**src/common/timer_prescaler_defs.svh**
```systemverilog
`ifndef TIMER_PRESCALER_DEFS_SVH
`define TIMER_PRESCALER_DEFS_SVH

// ==========================================================================
// Register byte offsets on the Avalon-MM slave.
`define GSC_OFFSET 4'h0
`define T0_CTRL_OFFSET 4'h4
`define T1_CTRL_OFFSET 4'h8
`define STATUS_OFFSET 4'hC

// ==========================================================================
// Field positions.
`define GSC_SHARED_RST_BIT 0
`define GSC_ASYNC_RST_BIT 1
`define GSC_SYNC_HOLD_BIT 7
`define CTRL_SEL_LSB 0
`define CTRL_SEL_MSB 2
`define CTRL_T16_OFF_BIT 7
`define STATUS_PRESC_LSB 0
`define STATUS_PIN_LSB 16

// ==========================================================================
// Reset values.
`define GSC_RESET 8'h00
`define SEL_RESET 3'h0
`define T16_OFF_RESET 1'b0
`define PRESC_RESET 10'h000

// ==========================================================================
// Prescaler width and the counter bits that close each divide tap.
`define PRESC_WIDTH 10
`define TAP_DIV8_BITS 3
`define TAP_DIV64_BITS 6
`define TAP_DIV256_BITS 8
`define TAP_DIV1024_BITS 10

`endif

```
**src/common/timer_prescaler_pkg.sv**
```systemverilog
`include "timer_prescaler_defs.svh"

package timer_prescaler_pkg;

  // ========================================================================
  // Clock select encoding of each timer.
  typedef enum logic [2:0] {
    sel_stopped = 3'h0,
    sel_undivided = 3'h1,
    sel_div8 = 3'h2,
    sel_div64 = 3'h3,
    sel_div256 = 3'h4,
    sel_div1024 = 3'h5,
    sel_pin_fall = 3'h6,
    sel_pin_rise = 3'h7
  } clock_sel_t;

  // ========================================================================
  // Avalon-MM request from the master.
  typedef struct packed {
    logic read;
    logic write;
    logic [3:0] address;
    logic [31:0] writedata;
  } avmm_req_t;

  // Avalon-MM answer to the master.
  typedef struct packed {
    logic waitrequest;
    logic [31:0] readdata;
  } avmm_rsp_t;

  // Synchronised pin and its detected edges.
  typedef struct packed {
    logic level;
    logic rise;
    logic fall;
  } pin_edge_t;

  // Divide tap pulses of the shared prescaler.
  typedef struct packed {
    logic div8;
    logic div64;
    logic div256;
    logic div1024;
  } presc_taps_t;

endpackage : timer_prescaler_pkg

```
**src/rtl/pin_edge_sync.sv**
```systemverilog
`timescale 1ns/100ps

module pin_edge_sync (
  // Clock and reset.
  input wire logic ref_clk,
  input wire logic rstn,
  // External count pin.
  input wire logic count_pin,
  // Synchronised level and edge pulses.
  output timer_prescaler_pkg::pin_edge_t pin_edge
);
  import timer_prescaler_pkg::*;

  // ========================================================================
  // State of the posedge stages.
  typedef struct packed {
    logic sync;
    logic prev;
  } sync_state_t;

  logic latch_reg;
  sync_state_t state_reg;
  sync_state_t state_next;

  // The input stage captures the pin on the falling clock edge and holds it
  // for the whole cycle; the posedge stage after it then never sees a
  // changing input.
  always_ff @(negedge ref_clk) begin
    if (!rstn) begin
      latch_reg <= 1'b0;
    end else begin
      latch_reg <= count_pin;
    end
  end

  // Second stage reads only the input stage; the edge detector reads stages after it.
  always_comb begin
    state_next.sync = latch_reg;
    state_next.prev = state_reg.sync;
  end

  always_ff @(posedge ref_clk) begin
    if (!rstn) begin
      state_reg <= '0;
    end else begin
      state_reg <= state_next;
    end
  end

  // One pulse per edge, one clock wide.
  assign pin_edge.level = state_reg.sync;
  assign pin_edge.rise = state_reg.sync & ~state_reg.prev;
  assign pin_edge.fall = ~state_reg.sync & state_reg.prev;

endmodule : pin_edge_sync

```
**src/rtl/shared_timer_prescaler_sync.sv**
```systemverilog
// Operation
// - Free-running prescaler shared by both timers.
// - Prescaled first count within 1 to N+1.
// - Prescaler reset restarts both timers' periods.
// - Count pin sampled each clock, then edge-detected.
// - Posedge registers behind falling-edge capture stage.
// - One tick per selected pin edge.
// - Pin edge to counter update 2.5-3.5 cycles.
// - Pin ticks bypass the prescaler.
// - Sync hold keeps written reset bits.
// - Clearing sync hold clears both reset bits.
// - Shared reset bit self-clears unless held.
// - Stopped selection gives no ticks.
// - Selected source drives the timer tick.
// - Clock select encoding 0 to 7.
// - Pin counts even when driven as output.
`timescale 1ns/100ps
`include "timer_prescaler_defs.svh"

module shared_timer_prescaler_sync #(
  parameter int PRESC_W = `PRESC_WIDTH
) (
  // Clock and reset.
  input wire logic ref_clk,
  input wire logic rstn,
  // Avalon-MM register slave.
  input wire timer_prescaler_pkg::avmm_req_t avmm_req,
  output timer_prescaler_pkg::avmm_rsp_t avmm_rsp,
  // External count pins.
  input wire logic timer0_count_pin,
  input wire logic timer1_count_pin,
  // Timer clock pulses.
  output logic timer0_tick,
  output logic timer1_tick
);
  import timer_prescaler_pkg::*;

  // ========================================================================
  // Elaboration checks.
  // The tap decode uses fixed counter bits, so a narrower prescaler cannot
  // produce the slowest tap.
  generate
    if (PRESC_W < `TAP_DIV1024_BITS) begin : g_bad_width
      $error("Prescaler width is too small for the slowest tap.");
    end
  endgenerate

  localparam int NUM_TIMERS = 2;

  // ========================================================================
  // Whole state of the block.
  typedef struct packed {
    logic ack;
    logic [31:0] rdata;
    logic sync_hold;
    logic async_rst;
    logic shared_rst;
    logic [NUM_TIMERS-1:0][2:0] sel;
    logic t16_off;
    logic [PRESC_W-1:0] presc;
    logic [NUM_TIMERS-1:0] tick;
  } core_state_t;

  core_state_t state_reg;
  core_state_t state_next;

  logic [NUM_TIMERS-1:0] count_pins;
  pin_edge_t [NUM_TIMERS-1:0] pin_edges;
  presc_taps_t taps;
  logic [NUM_TIMERS-1:0] tick_sel;
  logic req;
  logic [31:0] read_value;

  // ========================================================================
  // Functions.
  // True when the request address names the given register word.
  function automatic logic reg_hit(input logic [3:0] addr, input logic [3:0] offset);
    reg_hit = (addr[3:2] == offset[3:2]);
  endfunction : reg_hit

  // True when the low bits of the prescaler are all ones, closing a tap.
  function automatic logic tap_close(input logic [PRESC_W-1:0] cnt, input int bits);
    logic all_ones;
    all_ones = 1'b1;
    for (int b = 0; b < PRESC_W; b++) begin
      if (b < bits) begin
        all_ones = all_ones & cnt[b];
      end
    end
    tap_close = all_ones;
  endfunction : tap_close

  // Clock select logic: picks the timer clock pulse from the chosen source.
  function automatic logic pick_tick(input logic [2:0] sel, input presc_taps_t tp, input pin_edge_t pe);
    logic t;
    t = 1'b0;
    unique case (clock_sel_t'(sel))
      sel_stopped: t = 1'b0;
      sel_undivided: t = 1'b1;
      sel_div8: t = tp.div8;
      sel_div64: t = tp.div64;
      sel_div256: t = tp.div256;
      sel_div1024: t = tp.div1024;
      sel_pin_fall: t = pe.fall;
      sel_pin_rise: t = pe.rise;
    endcase
    pick_tick = t;
  endfunction : pick_tick

  // ========================================================================
  // Pin synchronisers, one per timer.
  // The pins are taken as inputs only; the timer counts whatever level is on
  // the pad, also when the port drives it, so software can count by toggling.
  assign count_pins = {timer1_count_pin, timer0_count_pin};

  generate
    for (genvar i = 0; i < NUM_TIMERS; i++) begin : g_pin
      pin_edge_sync u_sync (
        .ref_clk(ref_clk),
        .rstn(rstn),
        .count_pin(count_pins[i]),
        .pin_edge(pin_edges[i])
      );
    end
  endgenerate

  // ========================================================================
  // Prescaler taps.
  // A tap pulses in the last cycle of each divide period. While the shared
  // reset is held no tap fires, which halts every prescaled timer at once.
  always_comb begin
    taps.div8 = tap_close(state_reg.presc, `TAP_DIV8_BITS) & ~state_reg.shared_rst;
    taps.div64 = tap_close(state_reg.presc, `TAP_DIV64_BITS) & ~state_reg.shared_rst;
    taps.div256 = tap_close(state_reg.presc, `TAP_DIV256_BITS) & ~state_reg.shared_rst;
    taps.div1024 = tap_close(state_reg.presc, `TAP_DIV1024_BITS) & ~state_reg.shared_rst;
  end

  // ========================================================================
  // Per-timer source selection.
  // The power-off bit of the 16-bit timer stops its clock; software is
  // expected to clear it before selecting a source.
  generate
    for (genvar i = 0; i < NUM_TIMERS; i++) begin : g_sel
      if (i == 1) begin : g_t16
        assign tick_sel[i] = pick_tick(state_reg.sel[i], taps, pin_edges[i]) & ~state_reg.t16_off;
      end else begin : g_t8
        assign tick_sel[i] = pick_tick(state_reg.sel[i], taps, pin_edges[i]);
      end
    end
  endgenerate

  // ========================================================================
  // Register read value.
  // Reserved bits of every register read as zero.
  always_comb begin
    read_value = 32'h0000_0000;
    if (reg_hit(avmm_req.address, `GSC_OFFSET)) begin
      read_value[`GSC_SYNC_HOLD_BIT] = state_reg.sync_hold;
      read_value[`GSC_ASYNC_RST_BIT] = state_reg.async_rst;
      read_value[`GSC_SHARED_RST_BIT] = state_reg.shared_rst;
    end else if (reg_hit(avmm_req.address, `T0_CTRL_OFFSET)) begin
      read_value[`CTRL_SEL_MSB:`CTRL_SEL_LSB] = state_reg.sel[0];
    end else if (reg_hit(avmm_req.address, `T1_CTRL_OFFSET)) begin
      read_value[`CTRL_SEL_MSB:`CTRL_SEL_LSB] = state_reg.sel[1];
      read_value[`CTRL_T16_OFF_BIT] = state_reg.t16_off;
    end else if (reg_hit(avmm_req.address, `STATUS_OFFSET)) begin
      read_value[`STATUS_PRESC_LSB +: PRESC_W] = state_reg.presc;
      read_value[`STATUS_PIN_LSB] = pin_edges[0].level;
      read_value[`STATUS_PIN_LSB + 1] = pin_edges[1].level;
    end
  end

  // ========================================================================
  // Bus handshake.
  // Every access waits exactly one cycle; the data register is loaded in that
  // cycle so readdata comes straight from a flip-flop.
  assign req = avmm_req.read | avmm_req.write;
  assign avmm_rsp.waitrequest = req & ~state_reg.ack;
  assign avmm_rsp.readdata = state_reg.rdata;

  // ========================================================================
  // Next-state logic.
  always_comb begin
    state_next = state_reg;

    // Handshake: one wait cycle, then the access completes.
    state_next.ack = req & ~state_reg.ack;
    if (avmm_req.read && !state_reg.ack) begin
      state_next.rdata = read_value;
    end

    // Without sync hold, the reset bits live for one cycle only; with it
    // they keep what software wrote and the prescaled timers stay halted.
    if (!state_reg.sync_hold) begin
      state_next.shared_rst = 1'b0;
      state_next.async_rst = 1'b0;
    end

    // Register writes take effect at the edge that ends the access.
    if (avmm_req.write && state_reg.ack) begin
      if (reg_hit(avmm_req.address, `GSC_OFFSET)) begin
        state_next.sync_hold = avmm_req.writedata[`GSC_SYNC_HOLD_BIT];
        // Writing the hold bit to zero leaves the reset bits up for a single
        // cycle at most, so both timers leave reset on the same edge.
        state_next.shared_rst = avmm_req.writedata[`GSC_SHARED_RST_BIT];
        state_next.async_rst = avmm_req.writedata[`GSC_ASYNC_RST_BIT];
      end else if (reg_hit(avmm_req.address, `T0_CTRL_OFFSET)) begin
        state_next.sel[0] = avmm_req.writedata[`CTRL_SEL_MSB:`CTRL_SEL_LSB];
      end else if (reg_hit(avmm_req.address, `T1_CTRL_OFFSET)) begin
        state_next.sel[1] = avmm_req.writedata[`CTRL_SEL_MSB:`CTRL_SEL_LSB];
        state_next.t16_off = avmm_req.writedata[`CTRL_T16_OFF_BIT];
      end
    end

    // The prescaler counts every cycle whatever the timers select; only the
    // shared reset stops it, and that restarts both timers' periods.
    if (state_reg.shared_rst) begin
      state_next.presc = '0;
    end else begin
      state_next.presc = state_reg.presc + PRESC_W'(1);
    end

    // Timer clock pulses are registered; a pin edge reaches the tick one and a half
    // to two and a half cycles after it and the counter one edge later.
    state_next.tick = tick_sel;
  end

  // ========================================================================
  // State register.
  always_ff @(posedge ref_clk) begin
    if (!rstn) begin
      state_reg.ack <= 1'b0;
      state_reg.rdata <= 32'h0000_0000;
      state_reg.sync_hold <= 1'(`GSC_RESET >> `GSC_SYNC_HOLD_BIT);
      state_reg.async_rst <= 1'(`GSC_RESET >> `GSC_ASYNC_RST_BIT);
      state_reg.shared_rst <= 1'(`GSC_RESET >> `GSC_SHARED_RST_BIT);
      state_reg.sel <= {NUM_TIMERS{`SEL_RESET}};
      state_reg.t16_off <= `T16_OFF_RESET;
      state_reg.presc <= PRESC_W'(`PRESC_RESET);
      state_reg.tick <= '0;
    end else begin
      state_reg <= state_next;
    end
  end

  // ========================================================================
  // Outputs.
  assign timer0_tick = state_reg.tick[0];
  assign timer1_tick = state_reg.tick[1];

endmodule : shared_timer_prescaler_sync

```
**config.mk**
```make
export PLATFORM = sky130hd
export DESIGN_NAME = shared_timer_prescaler_sync
export DESIGN_NICKNAME = d
export VERILOG_FILES = /design/src/common/timer_prescaler_pkg.sv /design/src/rtl/pin_edge_sync.sv /design/src/rtl/shared_timer_prescaler_sync.sv
export VERILOG_INCLUDE_DIRS = /design/src /design/src/common
export SDC_FILE = /design/constraint.sdc
export NUM_CORES = 1
export LEC_CHECK = 0
export ABC_AREA = 1
export BUFFER_PORTS_ARGS = -buffer_cell sky130_fd_sc_hd__buf_2
export CAP_MARGIN = 10
export CORE_ASPECT_RATIO = 0.75
export CORE_MARGIN = 2
export CORE_UTILIZATION = 30
export DETAILED_ROUTE_END_ITERATION = 12
export GPL_TIMING_DRIVEN = 0
export PLACE_DENSITY_LB_ADDON = 0.15
export SYNTH_ARGS = -nofsm -noshare
export SYNTH_HDL_FRONTEND = slang
export SYNTH_SLANG_ARGS = --single-unit
```
**constraint.sdc**
```tcl
create_clock -name ref_clk -period 1.38 [get_ports ref_clk]
set_clock_uncertainty 0.05 [all_clocks]
set_input_delay 0.276 -clock ref_clk [delete_from_list [all_inputs] [get_ports ref_clk]]
set_output_delay 0.276 -clock ref_clk [all_outputs]
set_load 0.05 [all_outputs]
```
Word level (Yosys, flattened, before mapping) --
Index checks and enable logic that the tools add are counted.
Storage, ports and cells: register bits 41, bits in latches 0, bits in writable memories 0, bits in read-only memories 0, input bits 42, output and inout port bits 35, logic and storage cells 100, memories kept 0
Cells by class: add/sub/neg operators 1, $mul 0, divide/modulo/power cells 0, $lt $le $gt $ge 0, eq/ne operators 17, shifts and indexed selects 0, mux-type cells 26, bitwise gates (word level) 30, reduce and logical (&&, ||, !) cells 10
Operators with widths (number):
- $eq 3x3->1 const B | 8
- $and 1x1->1 | 19
- $mux 2 | 9
- $pmux 1 s8 | 2
- $mux 3 | 5
- $mux 7 | 2
- $eq 3x2->1 const B | 4
- $add 10x1->10 const B | 1
- $mux 10 | 1
- $not 1->1 | 10
- $mux 9 | 1
- $eq 3x1->1 const B | 2
- $logic_not 3->1 | 2
- $mux 5 | 1
- $eq 2x2->1 const B | 2
- $mux 1 | 4
- $mux 4 | 1
- $reduce_and 4->1 | 1
- $reduce_and 3->1 | 1
- $eq 2x1->1 const B | 1
- $logic_and 1x1->1 | 2
- $logic_not 2->1 | 1
- $reduce_and 2->1 | 1
- $reduce_or 2->1 | 1
- 2 further kinds | 2

Logic depth before layout (Yosys ltp) --
Gate-level depths: netlist of the first run.
word-level depth 12, mapped depth 8, depth with buffers taken out 8

Hierarchy --
Synthesis of the first run repeated with hierarchy kept, for this count alone.
Second synthesis, totals: cells, all modules 292, area total of the unflattened synthesis 2087.0 µm²
By module, submodules not included:
- shared_timer_prescaler_sync | times used 1, cells each 262, area each 1864.3 µm², sequential area each 700.7 µm²
- pin_edge_sync | times used 2, cells each 15, area each 111.4 µm², sequential area each 60.1 µm²

==> results of run 1 <==
==> stage by stage <==
step / hold slack (ns) / instances
6_report: 0.217 / 423
2_1_floorplan: 0.338 / 302
3_3_place_gp: 0.416 / 412
4_1_cts: 0.213 / 423
3_5_place_dp: 0.420 / 412
5_1_grt: 0.208 / 423
==> routing by layer <==
layer  up-vias  track usage, %  routed length [microns]
met5         -               0                        0
met4         0            3.20                       34
met3         4            3.49                      278
met2        44            19.4                     1740
met1       739            17.4                     2390
li1        953               -                        -
==> worst max path at each step <==
stage                                  start                              endpoint  cells past startpoint
finish              state_reg[54]$_SDFF_PN0_                          avmm_rsp[32]                      3
CTS                 state_reg[54]$_SDFF_PN0_                          avmm_rsp[32]                      3
detailed placement                      rstn  g_pin[0].u_sync.latch_reg$_SDFF_NN0_                      4
global placement                        rstn  g_pin[0].u_sync.latch_reg$_SDFF_NN0_                      4
floorplan                               rstn  g_pin[0].u_sync.latch_reg$_SDFF_NN0_                      3
global route        state_reg[54]$_SDFF_PN0_                          avmm_rsp[32]                      3
==> cell usage after synthesis <==
library cell | instances | share of area, %
sky130_fd_sc_hd__nand3_1 | 17 | 4.2
sky130_fd_sc_hd__nand4_1 | 3 | 0.92
sky130_fd_sc_hd__nor2_1 | 41 | 7.5
sky130_fd_sc_hd__clkbuf_1 | 1 | 0.18
sky130_fd_sc_hd__xor2_1 | 2 | 0.86
sky130_fd_sc_hd__nor2_2 | 4 | 1.2
sky130_fd_sc_hd__nand2_1 | 58 | 11
sky130_fd_sc_hd__a22oi_1 | 6 | 2.2
sky130_fd_sc_hd__o21ai_1 | 8 | 2.0
sky130_fd_sc_hd__ha_1 | 2 | 1.2
sky130_fd_sc_hd__nand2_2 | 2 | 0.61
sky130_fd_sc_hd__nor2_4 | 3 | 1.7
sky130_fd_sc_hd__buf_2 | 1 | 0.24
sky130_fd_sc_hd__nor3_2 | 1 | 0.49
sky130_fd_sc_hd__dfxtp_1 | 41 | 40
sky130_fd_sc_hd__o21ai_0 | 2 | 0.49
sky130_fd_sc_hd__nand3b_1 | 1 | 0.37
sky130_fd_sc_hd__xnor2_1 | 2 | 0.86
sky130_fd_sc_hd__a21oi_1 | 15 | 3.7
sky130_fd_sc_hd__o211ai_1 | 1 | 0.37
sky130_fd_sc_hd__nand3_2 | 1 | 0.49
sky130_fd_sc_hd__a31oi_1 | 1 | 0.31
sky130_fd_sc_hd__conb_1 | 1 | 0.18
sky130_fd_sc_hd__inv_2 | 7 | 1.3
sky130_fd_sc_hd__buf_4 | 33 | 12
sky130_fd_sc_hd__inv_1 | 26 | 4.8
sky130_fd_sc_hd__nor3_1 | 2 | 0.49
sky130_fd_sc_hd__a21oi_2 | 1 | 0.43
==> kinds of logic after synthesis <==
family / count (synthesis) / synth area share [%]
and+or+nand+nor: 133 / 28.6
buffers and inverters: 68 / 18.6
DFF: 41 / 40.2
AOI/OAI and AO/OA: 34 / 9.44
xor gates and xnor gates: 4 / 1.72
adders and majority gates: 2 / 1.23
other: 1 / 0.184
==> worst reg2reg max path, cell delays in order (launching register included) <==
cell	delay (ns)
sky130_fd_sc_hd__dfxtp_2	0.36
sky130_fd_sc_hd__ha_4	0.16
sky130_fd_sc_hd__ha_4	0.14
sky130_fd_sc_hd__nand2_2	0.06
sky130_fd_sc_hd__nor2_4	0.10
sky130_fd_sc_hd__nand2_2	0.08
sky130_fd_sc_hd__nor3_1	0.14
sky130_fd_sc_hd__nor2_1	0.08
sky130_fd_sc_hd__nor2_2	0.08
==> power groups by stage <==
| stage | Sequential, mW | Combinational, mW | Clock (mW) |
|---|---|---|---|
| after detailed placement | 1.27 | 0.408 | 0.0136 |
| after floorplan | 1.27 | 0.333 | 0.0136 |
| after global routing | 1.25 | 0.473 | 0.893 |
| after CTS | 1.24 | 0.429 | 0.830 |
| after global placement | 1.27 | 0.408 | 0.0136 |
| final | 1.25 | 0.435 | 0.795 |
==> area by class of cell <==
cell class              count  share of cell area [%]
inverters                  32                    4.80
plain buffers              35                    10.3
well taps                  84                    4.20
repair buffers             28                    6.21
multi-input cells         193                    37.7
clock buffers               5                    2.75
clock inverters             5                   0.951
flip-flops and latches     41                    33.1
==> repair_timing <==
item / in CTS / in global routing
resized for setup: 9 / 5
endpoints found under the setup margin: 3 / 3
setup buffers: 2 / 0
pin swaps: 1 / 4
==> cell usage in the layout (no fill, tap or decap), drive strengths merged, types with 2 or more instances in the layout <==
| cell | count |
|---|---|
| xor2 | 2 |
| dfxtp | 41 |
| a22oi | 6 |
| nand4 | 3 |
| nor3 | 3 |
| conb | 20 |
| clkbuf | 6 |
| buf | 62 |
| nand3 | 18 |
| a21oi | 16 |
| inv | 35 |
| nand2 | 60 |
| o21ai | 10 |
| xnor2 | 2 |
| ha | 2 |
| nor2 | 48 |
==> results_dict.tcl, run 1 <==
set metrics [dict create \
    postPlaceCellArea_sq_um 2350 \
    worstReg2RegEnd "timer0_tick$_SDFF_PN0_" \
    worst_hold_path.endpoint "state_reg[13]$_SDFFE_PN0P_" \
    power_frac_comb_pct 17.6 \
    finalPower_mw 2.48 \
    via_count_of_the_first_global_routing_pass 1553 \
    die_w_microns 99.3 \
    dieArea_sq_um 7490 \
    clock.fmax_mhz 755 \
    total_nets_final 382 \
    dr.first_iter.drc_count 40 \
    worst_slew_pin_slew_ns 0.511 \
    clkPwrFrac_pct 32.1 \
    worstPathCellList "nor2_1 -> buf_4 -> buf_8" \
    postLayoutCoreUtil_pct 37.3 \
    detail_route.wl_per_cell_microns 10.5 \
    total_leakage_power_nw 1.17 \
    cell_internal_pwr_mw 1.71 \
    syn-mean-instance-area_sq_um 7.22 \
    worstReg2RegStart "state_reg[3]$_SDFF_PP0_" \
    post_drt_via_cell_ratio 4.11 \
    postSynthCellCount 283 \
    antennaDiodeCount 0 \
    tritoncts_clock_tree "built" \
    cts.clk_slew.worst_paths_ns 0.08 \
    synth_area_sq_um 2040 \
    fin_crit_period_ns 1.32 \
    critical_path_arrival_ns 1.00 \
    synth-seq-area-share_pct 40.2 \
    timing.reg2reg.worst_path_depth 8 \
    register_area_sq_um 828 \
    post-route-cell-area_sq_um 2500 \
    antenna_found_initial 0 \
    buffer_cell_driving_the_clock_tree_root "sky130_fd_sc_hd__clkbuf_8" \
    grt_first_pass_wirelength_mm 7.28 \
    cts-root-to-sink-buffers 2 \
    htree_levels 2 \
    timing.hold.worst_path_depth 3 \
    end_kind "output pin" \
    worstSetupPathType "flop to output pin" \
    ir_worst_vdd_mv 0.377 \
    multi_input_logic_area_sq_um 942 \
    route.antenna.remaining_nets 0 \
    postSynthRegisterBits 41 \
    flow.area_growth_from_synthesis_pct 22.4 \
    setup_ws_ns 0.0557 \
    rsz0062_at_grt "yes" \
    cts_buffers 5 \
    insertion_delay_ns 0.35 \
    drt_pre_antenna_iters 4 \
    hold_class "primary input to flop" \
    swShare_pct 31.0 \
    num-fill-cells 748 \
    gp_routability_congestion 0.855 \
    critical_path.top_delay_family "flip-flops" \
    min_from "avmm_req[0]" \
    netSwitchingPower_uw 769 \
    drive_gt1_share_pct 28.6 \
    crit_slowest_cell "sky130_fd_sc_hd__dfxtp_2" \
    cts.sink_count 41 \
    critPathMaxFanout 4 \
    synthDistinctLibCells 28 \
    max_capacitance_violation_count 0 \
    dp_slack_ns -0.282 \
    fp.dieH_microns 75.5 \
    globalRoute.totalOverflow 0 \
    synth_warnings 0 \
    initial_core_util_pct 30.5 \
    setup_tns_ns 0 \
    core_area_sq_um 6700 \
    io_buffers 26 \
    headroom_to_the_max_slew_limit_pct 66.0 \
    seq_power_share_pct 50.3 \
    crit_buf_inv 2 \
    io-pin-count 77 \
    finalCritPeriodShare_pct 96.0 \
    routed-via-count 1740 \
    total_global_routing_track_utilization_pct 12.5 \
    rows 26 \
    place.detailed.hpwl_mm 3.39 \
    run_status "finished, final reports clean" \
    drc 0 \
    wirelength_mm 4.44 \
    grt_start_max_net_pins 14 \
    cp-start-kind "flop" \
    worst-endpoint-required_ns 1.05 \
    timing.final.setup_violations 0 \
    ff2ff_setup_slack_ns 0.09 \
    hold_bufs_at_cts 0 \
    final-max-slew-violation-count 0 \
    powerDensity_nw_per_um2 990 \
    max_ffs_per_register 21 \
    worst_path_largest_cell_delay_ns 0.38 \
    finalHoldViolations 0 \
]
Power figures use the tool's default switching activity.
==> inputs of run 2 (changes only) <==
--- a/config.mk
+++ b/config.mk
@@ -9,6 +9,8 @@
 export ABC_AREA = 1
 export BUFFER_PORTS_ARGS = -buffer_cell sky130_fd_sc_hd__buf_2
 export CAP_MARGIN = 10
+export CELL_PAD_IN_SITES_DETAIL_PLACEMENT = 0
+export CELL_PAD_IN_SITES_GLOBAL_PLACEMENT = 1
 export CORE_ASPECT_RATIO = 0.75
 export CORE_MARGIN = 2
 export CORE_UTILIZATION = 30
==> results_dict.tcl, run 2 (synthesis gave the netlist of run 1 again) <==
set metrics [dict create \
    cts-root-to-sink-buffers 2 \
    io-pin-count 77 \
    cts.clk_slew.worst_paths_ns 0.09 \
    end_kind "output pin" \
    finalPower_mw 2.60 \
    worstReg2RegStart "state_reg[2]$_SDFF_PP0_" \
    postPlaceCellArea_sq_um 2350 \
    met1_usage_in_global_routing_pct 18.7 \
    post_drt_via_cell_ratio 4.18 \
    top_usage_layer "met2" \
    place.detailed.hpwl_mm 3.52 \
    min_from "avmm_req[0]" \
    worstReg2RegEnd "timer1_tick$_SDFF_PN0_" \
    powerDensity_nw_per_um2 1020 \
    buffer_cell_driving_the_clock_tree_root "sky130_fd_sc_hd__clkbuf_8" \
    max_ffs_per_register 21 \
    die_w_microns 99.3 \
    insertion_delay_ns 0.35 \
    htree_levels 2 \
    flow.area_growth_from_synthesis_pct 24.6 \
    clock.fmax_mhz 746 \
    routed-via-count 1775 \
    max_capacitance_violation_count 0 \
    total_leakage_power_nw 1.19 \
    hold_class "primary input to flop" \
    cp-start-kind "flop" \
    total_global_routing_track_utilization_pct 13.0 \
    setup_tns_ns 0 \
    dr.first_iter.drc_count 51 \
    rows 26 \
    dp_slack_ns -0.267 \
    antennaDiodeCount 0 \
    dieArea_sq_um 7490 \
    worstSetupStartpoint "state_reg[54]$_SDFF_PN0_" \
    timing.hold.worst_path_depth 3 \
    detail_route.wl_per_cell_microns 11.0 \
    crit_slowest_cell "sky130_fd_sc_hd__dfxtp_4" \
    finalCritPeriodShare_pct 97.1 \
    cts.sink_count 41 \
    route.antenna.remaining_nets 0 \
    critical_path_arrival_ns 1.01 \
    headroom_to_the_max_slew_limit_pct 62.9 \
    timing.reg2reg.worst_path_depth 8 \
    antenna_found_initial 0 \
    post-route-cell-area_sq_um 2540 \
    setup_ws_ns 0.0395 \
    global_route.usage.met2_pct 19.2 \
    postLayoutCoreUtil_pct 38.0 \
    drive_gt1_share_pct 29.0 \
    gp_routability_congestion 0.739 \
    tritoncts_clock_tree "built" \
    finalHoldViolations 0 \
    grt_start_max_net_pins 13 \
    worstPathCellList "nor2_2 -> buf_4 -> buf_8" \
    via_count_of_the_first_global_routing_pass 1492 \
    timing.hold.ws_ns 0.205 \
    drc 0 \
    globalRoute.totalOverflow 0 \
    worst_hold_path.endpoint "state_reg[13]$_SDFFE_PN0P_" \
    place.detailed.instances 412 \
    globalRouteMet3Util_pct 3.30 \
    drt_pre_antenna_iters 4 \
    wirelength_mm 4.67 \
    cts_buffers 5 \
    fp.dieH_microns 75.5 \
    total_nets_final 384 \
    fin_crit_period_ns 1.34 \
    timing.final.setup_violations 0 \
    worst_path_largest_cell_delay_ns 0.37 \
    io_buffers 26 \
    critPathMaxFanout 4 \
    final_common_cell "sky130_fd_sc_hd__nand2_1" \
    ir_worst_vdd_mv 0.340 \
    ff2ff_setup_slack_ns 0.08 \
    worst_slew_pin_slew_ns 0.557 \
    grt_first_pass_wirelength_mm 7.44 \
    worstSetupPathType "flop to output pin" \
    run_status "finished, final reports clean" \
    rsz0062_at_grt "yes" \
    finish.cell_count_without_fillers 425 \
    initial_core_util_pct 30.5 \
    most-common-layout-cells "sky130_fd_sc_hd__nand2_1 (57), sky130_fd_sc_hd__nor2_1 (40), sky130_fd_sc_hd__buf_4 (37), sky130_fd_sc_hd__dfxtp_1 (37), sky130_fd_sc_hd__inv_1 (27)" \
    core_area_sq_um 6700 \
    worst-endpoint-required_ns 1.05 \
    final-max-slew-violation-count 0 \
]
## run 2: changes by cell type in the layout (fill, tap and decap cells not counted)
cell / delta
sky130_fd_sc_hd__clkinv_2: -1
sky130_fd_sc_hd__clkinvlp_2: +1
sky130_fd_sc_hd__buf_4: +2
sky130_fd_sc_hd__dfxtp_2: -2
sky130_fd_sc_hd__dfxtp_4: +2
sky130_fd_sc_hd__clkbuf_16: +1
sky130_fd_sc_hd__inv_2: -2
sky130_fd_sc_hd__clkinv_1: +1
sky130_fd_sc_hd__nor3_2: +1
sky130_fd_sc_hd__clkinvlp_4: -1
sky130_fd_sc_hd__inv_4: +1
sky130_fd_sc_hd__nor3_1: -1
## run 2: worst max-delay path by stage
stage,slack [ns],to,cells past startpoint
2_1_floorplan,0.02,g_pin[0].u_sync.latch_reg$_SDFF_NN0_,3
6_report,0.04,avmm_rsp[32],3
3_5_place_dp,-0.27,g_pin[0].u_sync.latch_reg$_SDFF_NN0_,4
5_1_grt,-0.009,timer1_tick$_SDFF_PN0_,8
3_3_place_gp,-0.28,g_pin[0].u_sync.latch_reg$_SDFF_NN0_,4
4_1_cts,0.001,avmm_rsp[32],3
## run 2: metal layers
| metal | up-vias | wire (microns) |
|---|---|---|
| met1 | 772 | 2460 |
| met4 | 0 | 57 |
| li1 | 956 | - |
| met2 | 41 | 1900 |
| met5 | - | 0 |
| met3 | 6 | 260 |
## run 2: area by class of cell
cell class	count	area, sq um
Buffer	35	256
Multi-Input combinational cell	193	947
Clock inverter	4	16.3
Fill cell	757	4160
Tap cell	84	105
Timing Repair Buffer	30	170
Inverter	32	123
Sequential cell	41	833
Clock buffer	6	93.8
## run 2: critical path, delay by kind of cell, from the launching register on
family / cells / cell delay, ns
buf+inv: 2 / 0.24
flops: 1 / 0.37
simple gates: 1 / 0.10
## run 2: what timing repair did
| item | in CTS | in global routing |
|---|---|---|
| hold endpoints to repair | 0 | 0 |
| hold buffers | 0 | 0 |
| gates resized for setup | 8 | 10 |
| pin swaps | 0 | 3 |
| setup endpoints to repair | 3 | 9 |
| buffers inserted | 1 | 3 |
## run 2: where the power goes
part	internal (mW)	total, mW	switching (mW)
combinational	0.139	0.442	0.303
sequential	1.22	1.25	0.0309
clock	0.463	0.906	0.442
==> inputs of run 3 (changes only) <==
--- a/config.mk
+++ b/config.mk
@@ -11,12 +11,13 @@
 export CAP_MARGIN = 10
 export CELL_PAD_IN_SITES_DETAIL_PLACEMENT = 0
 export CELL_PAD_IN_SITES_GLOBAL_PLACEMENT = 1
-export CORE_ASPECT_RATIO = 0.75
+export CORE_ASPECT_RATIO = 0.9
 export CORE_MARGIN = 2
 export CORE_UTILIZATION = 30
 export DETAILED_ROUTE_END_ITERATION = 12
 export GPL_TIMING_DRIVEN = 0
 export PLACE_DENSITY_LB_ADDON = 0.15
+export SKIP_LAST_GASP = 1
 export SYNTH_ARGS = -nofsm -noshare
 export SYNTH_HDL_FRONTEND = slang
 export SYNTH_SLANG_ARGS = --single-unit
==> results_dict.tcl, run 3 (synthesis gave the netlist of run 1 again) <==
set metrics [dict create \
    ir_worst_vdd_mv 0.311 \
    fp.dieH_microns 82.3 \
    crit_slowest_cell "sky130_fd_sc_hd__dfxtp_2" \
    met1_usage_in_global_routing_pct 16.5 \
    drc 0 \
    most-common-layout-cells "sky130_fd_sc_hd__nand2_1 (58), sky130_fd_sc_hd__nor2_1 (40), sky130_fd_sc_hd__buf_4 (37), sky130_fd_sc_hd__dfxtp_1 (37), sky130_fd_sc_hd__inv_1 (27)" \
    final-max-slew-violation-count 0 \
    num-fill-cells 721 \
    timing.final.setup_violations 0 \
    detail_route.wl_per_cell_microns 10.8 \
    grt_start_max_net_pins 13 \
    buffer_cell_driving_the_clock_tree_root "sky130_fd_sc_hd__clkbuf_8" \
    gp_routability_congestion 0.814 \
    antenna_found_initial 0 \
    worst_slew_pin_slew_ns 0.503 \
    dieArea_sq_um 7480 \
    run_status "finished, final reports clean" \
    setup_tns_ns 0 \
    ff2ff_setup_slack_ns 0.08 \
    route.antenna.remaining_nets 0 \
    total_nets_final 384 \
    clkPwrFrac_pct 36.5 \
    post_drt_via_cell_ratio 4.16 \
    dr.first_iter.drc_count 42 \
    timing.hold.ws_ns 0.223 \
    drive_gt1_share_pct 28.7 \
    critical_path.top_delay_family "flip-flops" \
    postLayoutCoreUtil_pct 38.7 \
    initial_core_util_pct 31.0 \
    tritoncts_clock_tree "built" \
    min_from "avmm_req[2]" \
    io_buffers 26 \
    drt_pre_antenna_iters 5 \
    swShare_pct 28.8 \
    post-route-cell-area_sq_um 2550 \
    hold_class "primary input to flop" \
    finalPower_mw 2.66 \
    cell_internal_pwr_mw 1.89 \
    io-pin-count 77 \
    cts.sink_count 41 \
    wirelength_mm 4.65 \
    top_usage_layer "met2" \
    htree_levels 2 \
    postPlaceCellArea_sq_um 2360 \
    finalHoldViolations 0 \
    netSwitchingPower_uw 766 \
    seq_power_share_pct 47.0 \
    cts.clk_slew.worst_paths_ns 0.09 \
    place.detailed.hpwl_mm 3.48 \
    cp-start-kind "flop" \
    crit_buf_inv 2 \
    worst_hold_path.endpoint "state_reg[15]$_SDFFE_PN0P_" \
    total_leakage_power_nw 1.20 \
    total_global_routing_track_utilization_pct 12.5 \
    antennaDiodeCount 0 \
    flow.area_growth_from_synthesis_pct 24.8 \
    timing.hold.worst_path_depth 3 \
    clock.fmax_mhz 760 \
    worst_path_largest_cell_delay_ns 0.35 \
    worstSetupPathType "flop to output pin" \
    critical_path_arrival_ns 0.99 \
    critPathMaxFanout 4 \
    fin_crit_period_ns 1.32 \
    hold_bufs_at_cts 0 \
    timing.reg2reg.worst_path_depth 8 \
    core_area_sq_um 6590 \
    globalRoute.totalOverflow 0 \
    globalRouteMet3Util_pct 3.18 \
    rows 28 \
    worstReg2RegEnd "timer0_tick$_SDFF_PN0_" \
    global_route.usage.met2_pct 20.3 \
    max_capacitance_violation_count 0 \
    cts-root-to-sink-buffers 2 \
    cts_buffers 5 \
    insertion_delay_ns 0.35 \
    grt_first_pass_wirelength_mm 7.36 \
    die_w_microns 91.0 \
    end_kind "output pin" \
    worstPathCellList "nor2_1 -> buf_4 -> buf_6" \
    rsz0062_at_grt "yes" \
    final_common_cell "sky130_fd_sc_hd__nand2_1" \
    worstReg2RegStart "state_reg[3]$_SDFF_PP0_" \
    via_count_of_the_first_global_routing_pass 1558 \
    headroom_to_the_max_slew_limit_pct 66.5 \
    max_ffs_per_register 21 \
    finalCritPeriodShare_pct 95.3 \
    routed-via-count 1793 \
    powerDensity_nw_per_um2 1040 \
    worst-endpoint-required_ns 1.05 \
    power_frac_comb_pct 16.6 \
]
[run 3: repair_timing]
action	CTS	global route
gates resized for setup	10	4
hold endpoints to repair	0	0
endpoints found under the setup margin	3	3
setup buffers	1	3
pin swaps	1	2
[run 3: worst min-delay path, cell delays in order]
cell                      delay [ns]
sky130_fd_sc_hd__buf_2          0.11
sky130_fd_sc_hd__nand3_1        0.08
sky130_fd_sc_hd__a21oi_1        0.06
[run 3: area by class of cell]
cell class / instances / area, sq um / share of cell area (%)
buffer: 35 / 256 / 10.1
clock inverter: 5 / 47.5 / 1.87
sequential: 41 / 831 / 32.6
inverter: 32 / 120 / 4.72
clock buffer: 5 / 68.8 / 2.70
multi-input combinational: 193 / 945 / 37.1
tap: 90 / 113 / 4.42
timing repair buffer: 30 / 166 / 6.53
[run 3: worst max-delay path by stage]
stage	to	startpoint	cells after the start	slack, ns
6_report	avmm_rsp[32]	state_reg[54]$_SDFF_PN0_	3	0.06
5_1_grt	timer1_tick$_SDFF_PN0_	state_reg[3]$_SDFF_PP0_	8	-0.03
4_1_cts	timer1_tick$_SDFF_PN0_	state_reg[3]$_SDFF_PP0_	8	-0.03
3_5_place_dp	g_pin[1].u_sync.latch_reg$_SDFF_NN0_	rstn	4	-0.31
3_3_place_gp	g_pin[1].u_sync.latch_reg$_SDFF_NN0_	rstn	4	-0.31
2_1_floorplan	g_pin[0].u_sync.latch_reg$_SDFF_NN0_	rstn	3	0.02
[run 3: layer usage]
layer	wire length, microns	vias to the layer above	part of all wire (%)
met5	0	-	0
met4	19	0	0.41
met3	174	2	3.7
met2	2120	29	46
met1	2340	806	50
li1	-	956	-
[run 3: power groups by stage]
| stage | Sequential [mW] | Combinational [mW] | Clock [mW] |
|---|---|---|---|
| finish | 1.25 | 0.440 | 0.969 |
| global route | 1.25 | 0.476 | 1.07 |
| CTS | 1.25 | 0.421 | 1.01 |
| detailed placement | 1.28 | 0.409 | 0.0136 |
| global placement | 1.28 | 0.409 | 0.0136 |
| floorplan | 1.27 | 0.333 | 0.0136 |
[run 3: per-stage QoR]
stage | std cells | setup WS, ns
after CTS | 428 | -0.0283
final | 431 | 0.0649
after global routing | 431 | -0.0261
after floorplan | 302 | 0.0221
after global placement | 418 | -0.308
after detailed placement | 418 | -0.306
